$ cat config.mk
export PLATFORM = sky130hd
export DESIGN_NAME = bdma_core
export DESIGN_NICKNAME = d
export VERILOG_FILES = /design/src/inc/bdma_pkg.sv /design/src/hw/bdma_core.sv
export SDC_FILE = /design/constraint.sdc
export NUM_CORES = 2
export LEC_CHECK = 0
export BUFFER_PORTS_ARGS = -buffer_cell sky130_fd_sc_hd__buf_2
export CORE_UTILIZATION = 36
export DETAILED_ROUTE_END_ITERATION = 16
export GPL_TIMING_DRIVEN = 0
export RECOVER_POWER = 100
export SLEW_MARGIN = 40
export SYNTH_ARGS = -nofsm -noshare
export SYNTH_HDL_FRONTEND = slang
export SYNTH_SLANG_ARGS = --single-unit
$ cat constraint.sdc
create_clock -name sys_clk -period 8.7 [get_ports sys_clk]
set_input_delay 1.74 -clock sys_clk [delete_from_list [all_inputs] [get_ports sys_clk]]
set_output_delay 1.74 -clock sys_clk [all_outputs]
set_load 0.005 [all_outputs]
$ cat src/inc/bdma_pkg.sv
// constants and carrier types for the banked data memory addressing block
// Notes on behaviour
// RL1 - field zero indirect, bit4 semi-direct, else direct
// RL2 - direct mode hits global register, pointer ignored
// RL3 - banked registers never reached by direct mode
// RL4 - semi-direct: pointer high nibble plus field low nibble
// RL5 - pointer F0h with field 1Fh hits FFh
// RL6 - pointer 00h with field 1Fh hits bank0 0Fh
// RL7 - pointer lives at global 04h, always direct
// RL8 - pointer bit 7 picks block, bank picks within
// RL9 - bank select writes pointer bits 4..6 only
// RL10 - software sets bit 7 separately for block change
// RL11 - single-bit set/clear of pointer bit 7 supported
// RL12 - indirect uses full 8-bit pointer as address
// RL13 - field zero accesses pointed location, not zero
// RL14 - indirect 01h-0Fh global, higher values banks 1-F
// RL15 - bank zero unreachable indirectly, semi-direct only
// RL16 - pointer increment wraps FFh to 00h
// RL17 - location 00h has no storage
// RL18 - every reachable register is eight bits
// RL19 - location 02h shows program counter low byte
// RL20 - port data drives pins, reads pin levels
// RL21 - missing port location acts as plain register
// RL22 - port control written only by port-config instruction
// RL23 - mode register picks which port control register
// RL24 - address resolved same cycle; pointer write visible next
package bdma_pkg;

  localparam int unsigned DATA_W = 8;
  localparam int unsigned NUM_PORTS = 5;
  localparam int unsigned NUM_CTRL = 4;

  // global register offsets
  localparam logic [3:0] LOC_INDIRECT = 4'h0;
  localparam logic [3:0] LOC_REALTIME = 4'h1;
  localparam logic [3:0] LOC_PC_LOW = 4'h2;
  localparam logic [3:0] LOC_STATUS = 4'h3;
  localparam logic [3:0] LOC_POINTER = 4'h4;
  localparam logic [3:0] LOC_PORT_A = 4'h5;
  localparam logic [3:0] LOC_PORT_E = 4'h9;

  // field and pointer positions
  localparam int unsigned FIELD_SEMI_BIT = 4;
  localparam int unsigned PTR_BLOCK_BIT = 7;
  localparam int unsigned PTR_BANK_LSB = 4;

  // reset values
  localparam logic [7:0] PTR_RESET = 8'h00;
  localparam logic [7:0] MODE_RESET = 8'h00;
  localparam logic [7:0] GLOB_RESET = 8'h00;
  localparam logic [7:0] CTRL_RESET = 8'hFF;

  // mode low bits select the control register; index 0 is direction (1 = input)
  localparam logic [1:0] CTRL_DIR_IDX = 2'h0;

  typedef enum logic [2:0] {
    BDMA_OP_READ  = 3'h0,
    BDMA_OP_WRITE = 3'h1,
    BDMA_OP_BSET  = 3'h2,
    BDMA_OP_BCLR  = 3'h3,
    BDMA_OP_INC   = 3'h4
  } bdma_op_t;

  typedef struct packed {
    logic       valid;
    bdma_op_t   op;
    logic [4:0] register_field;
    logic [2:0] bit_sel;
    logic [7:0] wdata;
  } bdma_req_t;

  typedef struct packed {
    logic       valid;
    logic [7:0] data;
    logic [7:0] addr;
    logic       banked;
  } bdma_ans_t;

endpackage

$ cat src/hw/bdma_core.sv
// data memory address resolution, global registers, banked memory and ports
`timescale 1ns/1ps
`default_nettype none

module bdma_core #(
  parameter bit HAS_PORT_C = 1'b1,
  parameter bit HAS_PORT_D = 1'b1,
  parameter bit HAS_PORT_E = 1'b1
) (
  // clock and reset
  input  wire logic                sys_clk,
  input  wire logic                rst_n,
  // register access from the execute stage
  input  wire bdma_pkg::bdma_req_t acc_req,
  output var  bdma_pkg::bdma_ans_t acc_ans,
  // bank select instruction
  input  wire logic                bank_sel_valid,
  input  wire logic [2:0]          bank_sel_value,
  // mode write and port configuration instruction
  input  wire logic                mode_wr_valid,
  input  wire logic [7:0]          mode_wr_data,
  input  wire logic                port_cfg_valid,
  input  wire logic [2:0]          port_cfg_port,
  input  wire logic [7:0]          port_cfg_data,
  // program counter low byte
  input  wire logic [7:0]          program_counter_low,
  output logic                     pc_load,
  output logic [7:0]               pc_load_data,
  // state seen by the core
  output logic [7:0]               file_select_pointer,
  output logic [7:0]               mode_value,
  // port pins, eight per port, port a in the low byte
  input  wire logic [39:0]         port_pin_in,
  output logic [39:0]              port_pin_out,
  output logic [39:0]              port_pin_oe
);

  localparam logic [4:0] PORT_PRESENT = {HAS_PORT_E, HAS_PORT_D, HAS_PORT_C, 2'b11};

  // storage
  logic [7:0] glob_q [16];
  logic [7:0] bank_mem [256];
  logic [7:0] ctrl_q [5][4];
  logic [7:0] ptr_q;
  logic [7:0] ptr_d;
  logic [7:0] mode_q;
  logic [7:0] oe_q [5];
  logic [39:0] pin_meta_q;
  logic [39:0] pin_sync_q;

  // address decode
  wire bdma_pkg::bdma_req_t req = acc_req;
  wire logic [4:0] fld = req.register_field;
  wire logic       is_indirect = (fld == 5'h00); // RL1 RL13
  wire logic       is_semi = fld[bdma_pkg::FIELD_SEMI_BIT]; // RL1
  wire logic       ind_global = (ptr_q[7:4] == 4'h0); // RL14
  // direct mode never selects the banked array; bank 0 only via semi-direct
  wire logic       tgt_bank = is_semi | (is_indirect & ~ind_global); // RL3 RL15
  wire logic [7:0] semi_addr = {ptr_q[7:4], fld[3:0]}; // RL4 RL5 RL6 RL8
  wire logic [7:0] tgt_bidx = is_semi ? semi_addr : ptr_q; // RL12
  wire logic [3:0] tgt_gidx = is_indirect ? ptr_q[3:0] : fld[3:0]; // RL2 RL14
  wire logic [7:0] eff_addr = is_semi ? semi_addr :
                              (is_indirect ? ptr_q : {4'h0, fld[3:0]}); // RL24

  // read side of the global bank
  logic [7:0] gval;
  always_comb begin
    gval = glob_q[tgt_gidx];
    if (tgt_gidx == bdma_pkg::LOC_INDIRECT) begin
      gval = 8'h00; // RL17
    end else if (tgt_gidx == bdma_pkg::LOC_PC_LOW) begin
      gval = program_counter_low; // RL19
    end else if (tgt_gidx == bdma_pkg::LOC_POINTER) begin
      gval = ptr_q; // RL7
    end else if (tgt_gidx >= bdma_pkg::LOC_PORT_A && tgt_gidx <= bdma_pkg::LOC_PORT_E) begin
      // missing ports read back their latch like any plain register
      if (PORT_PRESENT[3'(tgt_gidx - bdma_pkg::LOC_PORT_A)]) begin
        gval = pin_byte(3'(tgt_gidx - bdma_pkg::LOC_PORT_A)); // RL20 RL21
      end
    end
  end

  function automatic logic [7:0] pin_byte(input logic [2:0] idx);
    pin_byte = pin_sync_q[idx*8 +: 8];
  endfunction

  wire logic [7:0] cur_val = tgt_bank ? bank_mem[tgt_bidx] : gval;
  wire logic [7:0] bit_mask = 8'(8'h01 << req.bit_sel);

  // read-modify-write result, all eight bits wide
  logic [7:0] new_val;
  always_comb begin
    unique case (req.op)
      bdma_pkg::BDMA_OP_WRITE: new_val = req.wdata;
      bdma_pkg::BDMA_OP_BSET:  new_val = cur_val | bit_mask; // RL11
      bdma_pkg::BDMA_OP_BCLR:  new_val = cur_val & ~bit_mask; // RL11
      bdma_pkg::BDMA_OP_INC:   new_val = 8'(cur_val + 8'h01); // RL16 RL18
      default:                 new_val = cur_val;
    endcase
  end

  wire logic do_write = req.valid & (req.op != bdma_pkg::BDMA_OP_READ);
  wire logic gwrite = do_write & ~tgt_bank;
  wire logic bwrite = do_write & tgt_bank;
  wire logic ptr_wr = gwrite & (tgt_gidx == bdma_pkg::LOC_POINTER);
  wire logic pc_wr = gwrite & (tgt_gidx == bdma_pkg::LOC_PC_LOW);
  // location 0 has no cell; pointer and pc low live elsewhere
  wire logic glob_wr = gwrite & (tgt_gidx != bdma_pkg::LOC_INDIRECT) & ~ptr_wr & ~pc_wr; // RL17

  // a full pointer write wins over a bank select in the same cycle
  always_comb begin
    ptr_d = ptr_q;
    if (ptr_wr) begin
      ptr_d = new_val; // RL7 RL10
    end else if (bank_sel_valid) begin
      ptr_d = {ptr_q[bdma_pkg::PTR_BLOCK_BIT], bank_sel_value, ptr_q[3:0]}; // RL9
    end
  end

  wire logic       cfg_ok = port_cfg_valid & (port_cfg_port < 3'd5)
                            && PORT_PRESENT[port_cfg_port];
  wire logic [1:0] cfg_sel = mode_q[1:0]; // RL23

  always_ff @(posedge sys_clk or negedge rst_n) begin
    if (!rst_n) begin
      ptr_q <= bdma_pkg::PTR_RESET;
      mode_q <= bdma_pkg::MODE_RESET;
    end else begin
      ptr_q <= ptr_d; // RL24
      if (mode_wr_valid) begin
        mode_q <= mode_wr_data;
      end
    end
  end

  always_ff @(posedge sys_clk or negedge rst_n) begin
    if (!rst_n) begin
      for (int i = 0; i < 16; i++) begin
        glob_q[i] <= bdma_pkg::GLOB_RESET;
      end
    end else if (glob_wr) begin
      glob_q[tgt_gidx] <= new_val; // RL20 RL21
    end
  end

  // banked cells carry no reset, like a plain ram
  always_ff @(posedge sys_clk) begin
    if (bwrite) begin
      bank_mem[tgt_bidx] <= new_val; // RL4 RL12
    end
  end

  // control registers have no data address at all
  always_ff @(posedge sys_clk or negedge rst_n) begin
    if (!rst_n) begin
      for (int p = 0; p < 5; p++) begin
        oe_q[p] <= 8'h00;
        for (int c = 0; c < 4; c++) begin
          ctrl_q[p][c] <= bdma_pkg::CTRL_RESET;
        end
      end
    end else if (cfg_ok) begin
      ctrl_q[port_cfg_port][cfg_sel] <= port_cfg_data; // RL22 RL23
      if (cfg_sel == bdma_pkg::CTRL_DIR_IDX) begin
        oe_q[port_cfg_port] <= ~port_cfg_data;
      end
    end
  end

  // pins are asynchronous to the core clock
  always_ff @(posedge sys_clk or negedge rst_n) begin
    if (!rst_n) begin
      pin_meta_q <= 40'h00_0000_0000;
      pin_sync_q <= 40'h00_0000_0000;
    end else begin
      pin_meta_q <= port_pin_in;
      pin_sync_q <= pin_meta_q;
    end
  end

  always_ff @(posedge sys_clk or negedge rst_n) begin
    if (!rst_n) begin
      acc_ans <= '0;
      pc_load <= 1'b0;
      pc_load_data <= 8'h00;
    end else begin
      acc_ans.valid <= req.valid;
      acc_ans.data <= cur_val;
      acc_ans.addr <= eff_addr;
      acc_ans.banked <= tgt_bank;
      pc_load <= pc_wr; // RL19
      pc_load_data <= new_val;
    end
  end

  assign file_select_pointer = ptr_q;
  assign mode_value = mode_q;

  for (genvar g = 0; g < 5; g++) begin : g_port
    assign port_pin_out[g*8 +: 8] = glob_q[5 + g]; // RL20
    assign port_pin_oe[g*8 +: 8] = oe_q[g];
  end

endmodule // bdma_core

`default_nettype wire

After elaboration in Yosys (flattened, before gate mapping) --
Memories as Yosys holds them, arrays and structs flattened. Cells that the tools add are included.
Storage, ports and cells: register bits after elaboration 291, output and inout port bits 123, memories kept 3, input port bits 95, logic and storage cells 113, ROM bits 16, memory bits (writable) 2048
Operators by class: order comparisons 9, reduce and logical (&&, ||, !) cells 12, eq/ne operators 6, add/subtract/negate cells 2, shifts and indexed selects 2, muxes and demuxes 26, bitwise operators 21
Memory list:
- bank_mem | words 256, bits a word 8, rd ports 1, clocked after memory_dff 0, write ports 1, line bdma_core.sv:42 | logic [7:0] bank_mem [256];
- (name not given) | words 8, bits a word 1, rd ports 1, clocked after memory_dff 0, write ports 0, line bdma_core.sv:121 | && PORT_PRESENT[port_cfg_port];
- (name not given) | words 8, bits a word 1, rd ports 1, clocked after memory_dff 0, write ports 0, line bdma_core.sv:77 | if (PORT_PRESENT[3'(tgt_gidx - bdma_pkg::LOC_PORT_A)]) begin
Operators with widths (count):
- 128-bit bitwise mux | 1
- 8-bit two-way mux | 13
- 40-bit bitwise mux | 1
- 40-bit by 7-bit variable part select with 8-bit output | 1
- 8-bit binary-select mux with 4-bit select | 1
- 8-bit demux with 4-bit select | 1
- 8-bit one-hot mux with 4 select lines | 1
- 8-bit demux with 3-bit select | 1
- 8-bit inverter | 2
- 1-bit bitwise AND | 10
- 8-bit by 1-bit adder with 8-bit output, second input constant | 1
- 8-bit bitwise AND | 1
- 4-bit zero test | 2
- 3-bit by 4-bit less-than comparator with 1-bit output, second input constant | 2
- 4-bit two-way mux | 2
- 8-bit bitwise OR | 1
- 1-bit by 3-bit << shifter with 8-bit output, first input constant | 1
- 7-bit two-way mux | 1
- 3-bit by 2-bit == test with 1-bit output, second input constant | 2
- 5-bit greater-or-equal comparator, second input constant | 1
- 5-bit zero test | 1
- 5-bit by 1-bit less-than comparator with 1-bit output, second input constant | 1
- 4-bit inverter with 5-bit output | 1
- 4-bit by 2-bit == test with 1-bit output, second input constant | 1
- 19 further kinds | 28

Longest topological paths before layout --
word-level depth 15, gate-level depth with buffers 22, gate-level depth less buffers 16

Worst setup path before layout --
Ideal clock, no wire load.
path type input-to-reg, start point in acc_req[11] (netlist bit), end point mem bank_mem[0][4] (data pin), library setup time 776 ps, arrival time 7681 ps, data required time 7924 ps, stages 20, buffers on the path 5, setup slack 243 ps, cell sequence buf_4 > or3b_1 > buf_4 > buf_4 > nand2_1 > clkbuf_1 > a22oi_1 > a21oi_1 > o21ai_0 > a31o_2 > a41oi_1 > nor2_2 > inv_1 > ha_1 > nand3_1 > o21ai_0 > a21oi_1 > a211o_1 > buf_2 > inv_1
Between the ends: cells in the longest elaborated chain, start to end 14, elaborated cells on any way between the ends 30, those cells by class add/sub (2); order compare (2); eq/ne (2); shift (1); mux (13); bitwise (5); reduce/logical (3); memory (2)
Ends and longest elaborated chain:
- start: declaration | line bdma_core.sv:14 | input wire bdma_pkg::bdma_req_t acc_req,
- parallel branches: the longest is 11 deep, another holds 3-bit subtractor
- 8-bit two-way mux (*) | line bdma_core.sv:87 | wire logic [7:0] cur_val = tgt_bank ? bank_mem[tgt_bidx] : gval;
- 8-bit by 1-bit adder with 8-bit output (tied with other cells) | line bdma_core.sv:97 | bdma_pkg::BDMA_OP_INC: new_val = 8'(cur_val + 8'h01);
- 8-bit one-hot mux with 4 select lines (*) | line bdma_core.sv:93 | unique case (req.op)
- net new_val[4] | line bdma_core.sv:91 | logic [7:0] new_val;
- end: declaration | line bdma_core.sv:42
Mark *: on every way through the listed nets, which the timed path passes. The select of a mux whose other input is x is not followed.

Worst setup path after layout --
start point in acc_req[15] (netlist bit), end point mem bank_mem[41][5] (data pin)
Between the ends: cells in the longest elaborated chain, start to end 14, elaborated cells on any way between the ends 30, those cells by class add/sub (2); order compare (2); eq/ne (2); shift (1); mux (13); bitwise (5); reduce/logical (3); memory (2)
Ends and longest elaborated chain (line):
- parallel branches: the longest is 11 deep, another holds 3-bit subtractor
- 8-bit two-way mux (*) | bdma_core.sv:87
- net cur_val[2] | bdma_core.sv:87
- 8-bit by 1-bit adder with 8-bit output (*) | bdma_core.sv:97
- 8-bit one-hot mux with 4 select lines (*) | bdma_core.sv:93
- net new_val[5] | bdma_core.sv:91
Marked as above.

==> metrics <==
CP required=9.20 ns; Hold Buf Count CTS=0; CTS tree=done; leakage power=37.1 nW; final worst path period share=105%; core area=0.257 sq mm; fin cells=10,500; Post-synth EDFFs=2,048; largest net degree at the start of global routing=111; setup TNS=-233.96 ns; CTS clk-pin slew, worst paths=0.06 ns; share of layout cells above drive strength 1=21.8%; WP data arrival=9.68 ns; worst skew pair latency=0.93 ns; max-slew violations=794; Cells on Worst Hold Path=0; height of the die=511 um; Pwr Density=273 mW/mm^2; Max clock buf depth=4; final hold violation count=0; DR WL/cell=55.0 um; Async SR Flop Fraction=12.4%; Root Driver=clkbuf_16; # setup viols final=960; ys flop type=edfxtp_1; Starting Density=36.3%; mean post-synth cell area=15.2 sq um; Hold Crit Start=pin_meta_q[8]; hold endpoint=pin_sync_q[8]; placed cell count=9,985; DRT iter0 DRCs=13,800; clk_skew=0.0678 ns; antenna violations before repair=87; post-synth cell types=102; # clock sinks=2,337; Worst Hold Class=reg -> reg; run status=finished with violations; Synth-to-Final Area Change=19.9%; final worst setup slack=-0.472 ns; post-route cell area=0.112 sq mm; Post-DP Area=0.106 sq mm; total track usage=43.3%; reg-to-reg slack, setup=-0.15 ns; failing checks=max-capacitance violations, max-slew violations, negative setup slack; die width=511 um; fmax=109 MHz; critical path type=in -> reg; PortBufs=213; final worst hold slack=0.336 ns; total die area=0.261 sq mm; row cnt=186; total power=30.6 mW; CP max FO=81; min Tclk post-route=9.17 ns; VDD IR max=0.186 mV; via count=71,900; IO Pins=218; CP Capture Type=register; crit path launch type=primary input; first-pass GRT wire length=719 mm; R2R cell count=21; dpl hpwl=426 mm; Synth Instances=6,153; vias in the first global route=64,200; Num CTS Buffers=272; antenna-violating nets left=0; DRC errors left=0; htree depth=5; RePlAce Congestion=1.07; Vias/cell=6.84; reg2reg start=file_select_pointer[0]; Synthesized Nets=6,249; gr ovfl total=0; max-cap violation count=70; Pre-Repair DR Iteration Count=8; FF+latch count, synth=2,337; Rel. slew slack=-144%; area of the mapped netlist=0.0934 sq mm; reg-to-reg endpoint=bank_mem[41][5]; Seq/Total Area, Yosys=73.6%; fillers=23,400; routed wire length=578 mm; Least-Margin Pin Slew=3.66 ns; Ys Warns=0; Nets=6,974
cells in the final DEF, fill, tap and decap left out, types with 88 or more instances in the layout:
cell type  instances
clkbuf_16        280
clkbuf_1         331
o21ai_0          210
a21oi_1          730
o22ai_1          168
mux2i_1           88
a21o_1           120
buf_2            298
dfrtp_1          288
nand2_1          348
buf_4            131
nor2_1           392
clkbuf_2          91
mux4_2           156
edfxtp_1        2048
registers in the layout (all words and copies together), names as in the netlist:
register and cells:
pin_meta_q 40, pc_load 1, mode_value 8, port_pin_oe 40, file_select_pointer 8, port_pin_out 40
bank_mem 2048, acc_ans 18, glob_q 86, pin_sync_q 40, pc_load_data 8
area by class of cell:
class	count	area (sq um)	share of cell area (%)
multi-input cells	3265	23500	21.0
clock inverters	133	1350	1.21
diodes	44	110	0.0983
well taps	3384	4230	3.78
plain buffers	514	3060	2.73
repair buffers	457	3450	3.08
inverters	31	161	0.144
flip-flops and latches	2337	68700	61.4
clock buffers	344	7350	6.56
how the worst max path moves through the flow:
stage / slack, ns / startpoint / cells after the start / to
global placement: -11.24 / acc_req[15] / 18 / bank_mem[43][5]
CTS: 0.001 / acc_req[15] / 22 / bank_mem[200][4]
finish: -0.47 / acc_req[15] / 21 / bank_mem[41][5]
floorplan: 0.24 / acc_req[11] / 20 / bank_mem[0][4]
detailed placement: -1.96 / acc_req[15] / 22 / bank_mem[48][3]
global route: -0.005 / acc_req[15] / 22 / bank_mem[49][3]
synthesized netlist by cell type (10+ instances only):
cell type | n | area (sq um)
clkbuf_1 | 207 | 777
nand4_1 | 82 | 513
buf_6 | 25 | 282
o41ai_1 | 122 | 1070
dfrtp_1 | 289 | 7230
a41oi_1 | 40 | 350
buf_4 | 90 | 676
o2111ai_1 | 14 | 123
a32oi_1 | 28 | 245
mux4_2 | 156 | 3510
edfxtp_1 | 2048 | 61500
o211ai_1 | 13 | 97.6
nor2_1 | 400 | 1500
inv_1 | 27 | 101
buf_1 | 33 | 124
o21ai_1 | 10 | 50.1
o22ai_1 | 168 | 1050
nor3_1 | 31 | 155
or3_1 | 11 | 68.8
a22oi_1 | 47 | 353
mux2i_1 | 88 | 881
mux2_2 | 44 | 495
a21boi_0 | 74 | 556
a21oi_1 | 775 | 3880
nand2b_1 | 12 | 75.1
o32ai_1 | 11 | 96.3
a2111oi_0 | 10 | 87.6
a21oi_2 | 10 | 87.6
nor2b_1 | 11 | 68.8
o21a_1 | 15 | 113
buf_2 | 160 | 801
o21ai_0 | 240 | 1200
or2_2 | 11 | 68.8
nand3_1 | 52 | 260
a21o_1 | 120 | 901
nand2_1 | 353 | 1330
a31oi_1 | 30 | 188
a211oi_1 | 12 | 90.1
nor4_1 | 74 | 463
logic make-up after synthesis:
logic type | count (synthesis) | synth area share (%)
fa+ha+maj | 1 | 0.0134
mux | 290 | 5.27
xor+xnor | 5 | 0.0469
compound gates | 1832 | 12.2
buf+inv | 551 | 3.04
simple gates | 1137 | 5.79
flops | 2337 | 73.6
routing by layer:
metal | track usage (%) | part of all wire (%) | vias up
met1 | 55.2 | 36 | 37500
met4 | 31.5 | 9.3 | 22
li1 | - | - | 25800
met2 | 59.3 | 40 | 6920
met3 | 17.3 | 14 | 1709
met5 | 0.128 | 0.064 | -
stage by stage:
step           utilization (%)  worst slack, ns
2_1_floorplan                -            0.243
3_3_place_gp              38.3           -11.24
3_5_place_dp              41.2            -1.96
4_1_cts                   44.7          0.00135
5_1_grt                   43.5         -0.00499
6_report                  43.5           -0.472
power breakdown:
group          total [mW]  internal (mW)  switching, mW
logic                5.80           1.35           4.45
clock network        11.6           6.70           4.92
registers            13.2           13.0          0.164
worst max-delay path: stages:
cell and delay (ns):
buf_2 0.36, buf_6 0.27, buf_6 0.26, buf_6 0.28
mux2i_4 0.55, buf_2 0.59, buf_2 0.62, nand2_1 0.13
nand4_1 0.36, o211ai_1 0.17, nor4_2 0.66, nand4_1 0.64
o22ai_4 0.56, o211ai_4 0.17, nor3_1 0.21, xor2_1 0.14
a21oi_4 0.41, buf_2 0.43, inv_8 0.24, buf_16 0.26
buf_16 0.23
timing repair:
action,4_1_cts,5_1_grt
endpoints found under the setup margin,2022,712
setup buffers,2,6
resized for setup,71,54
pin swaps,9,8
Power figures use the tool's default switching activity.
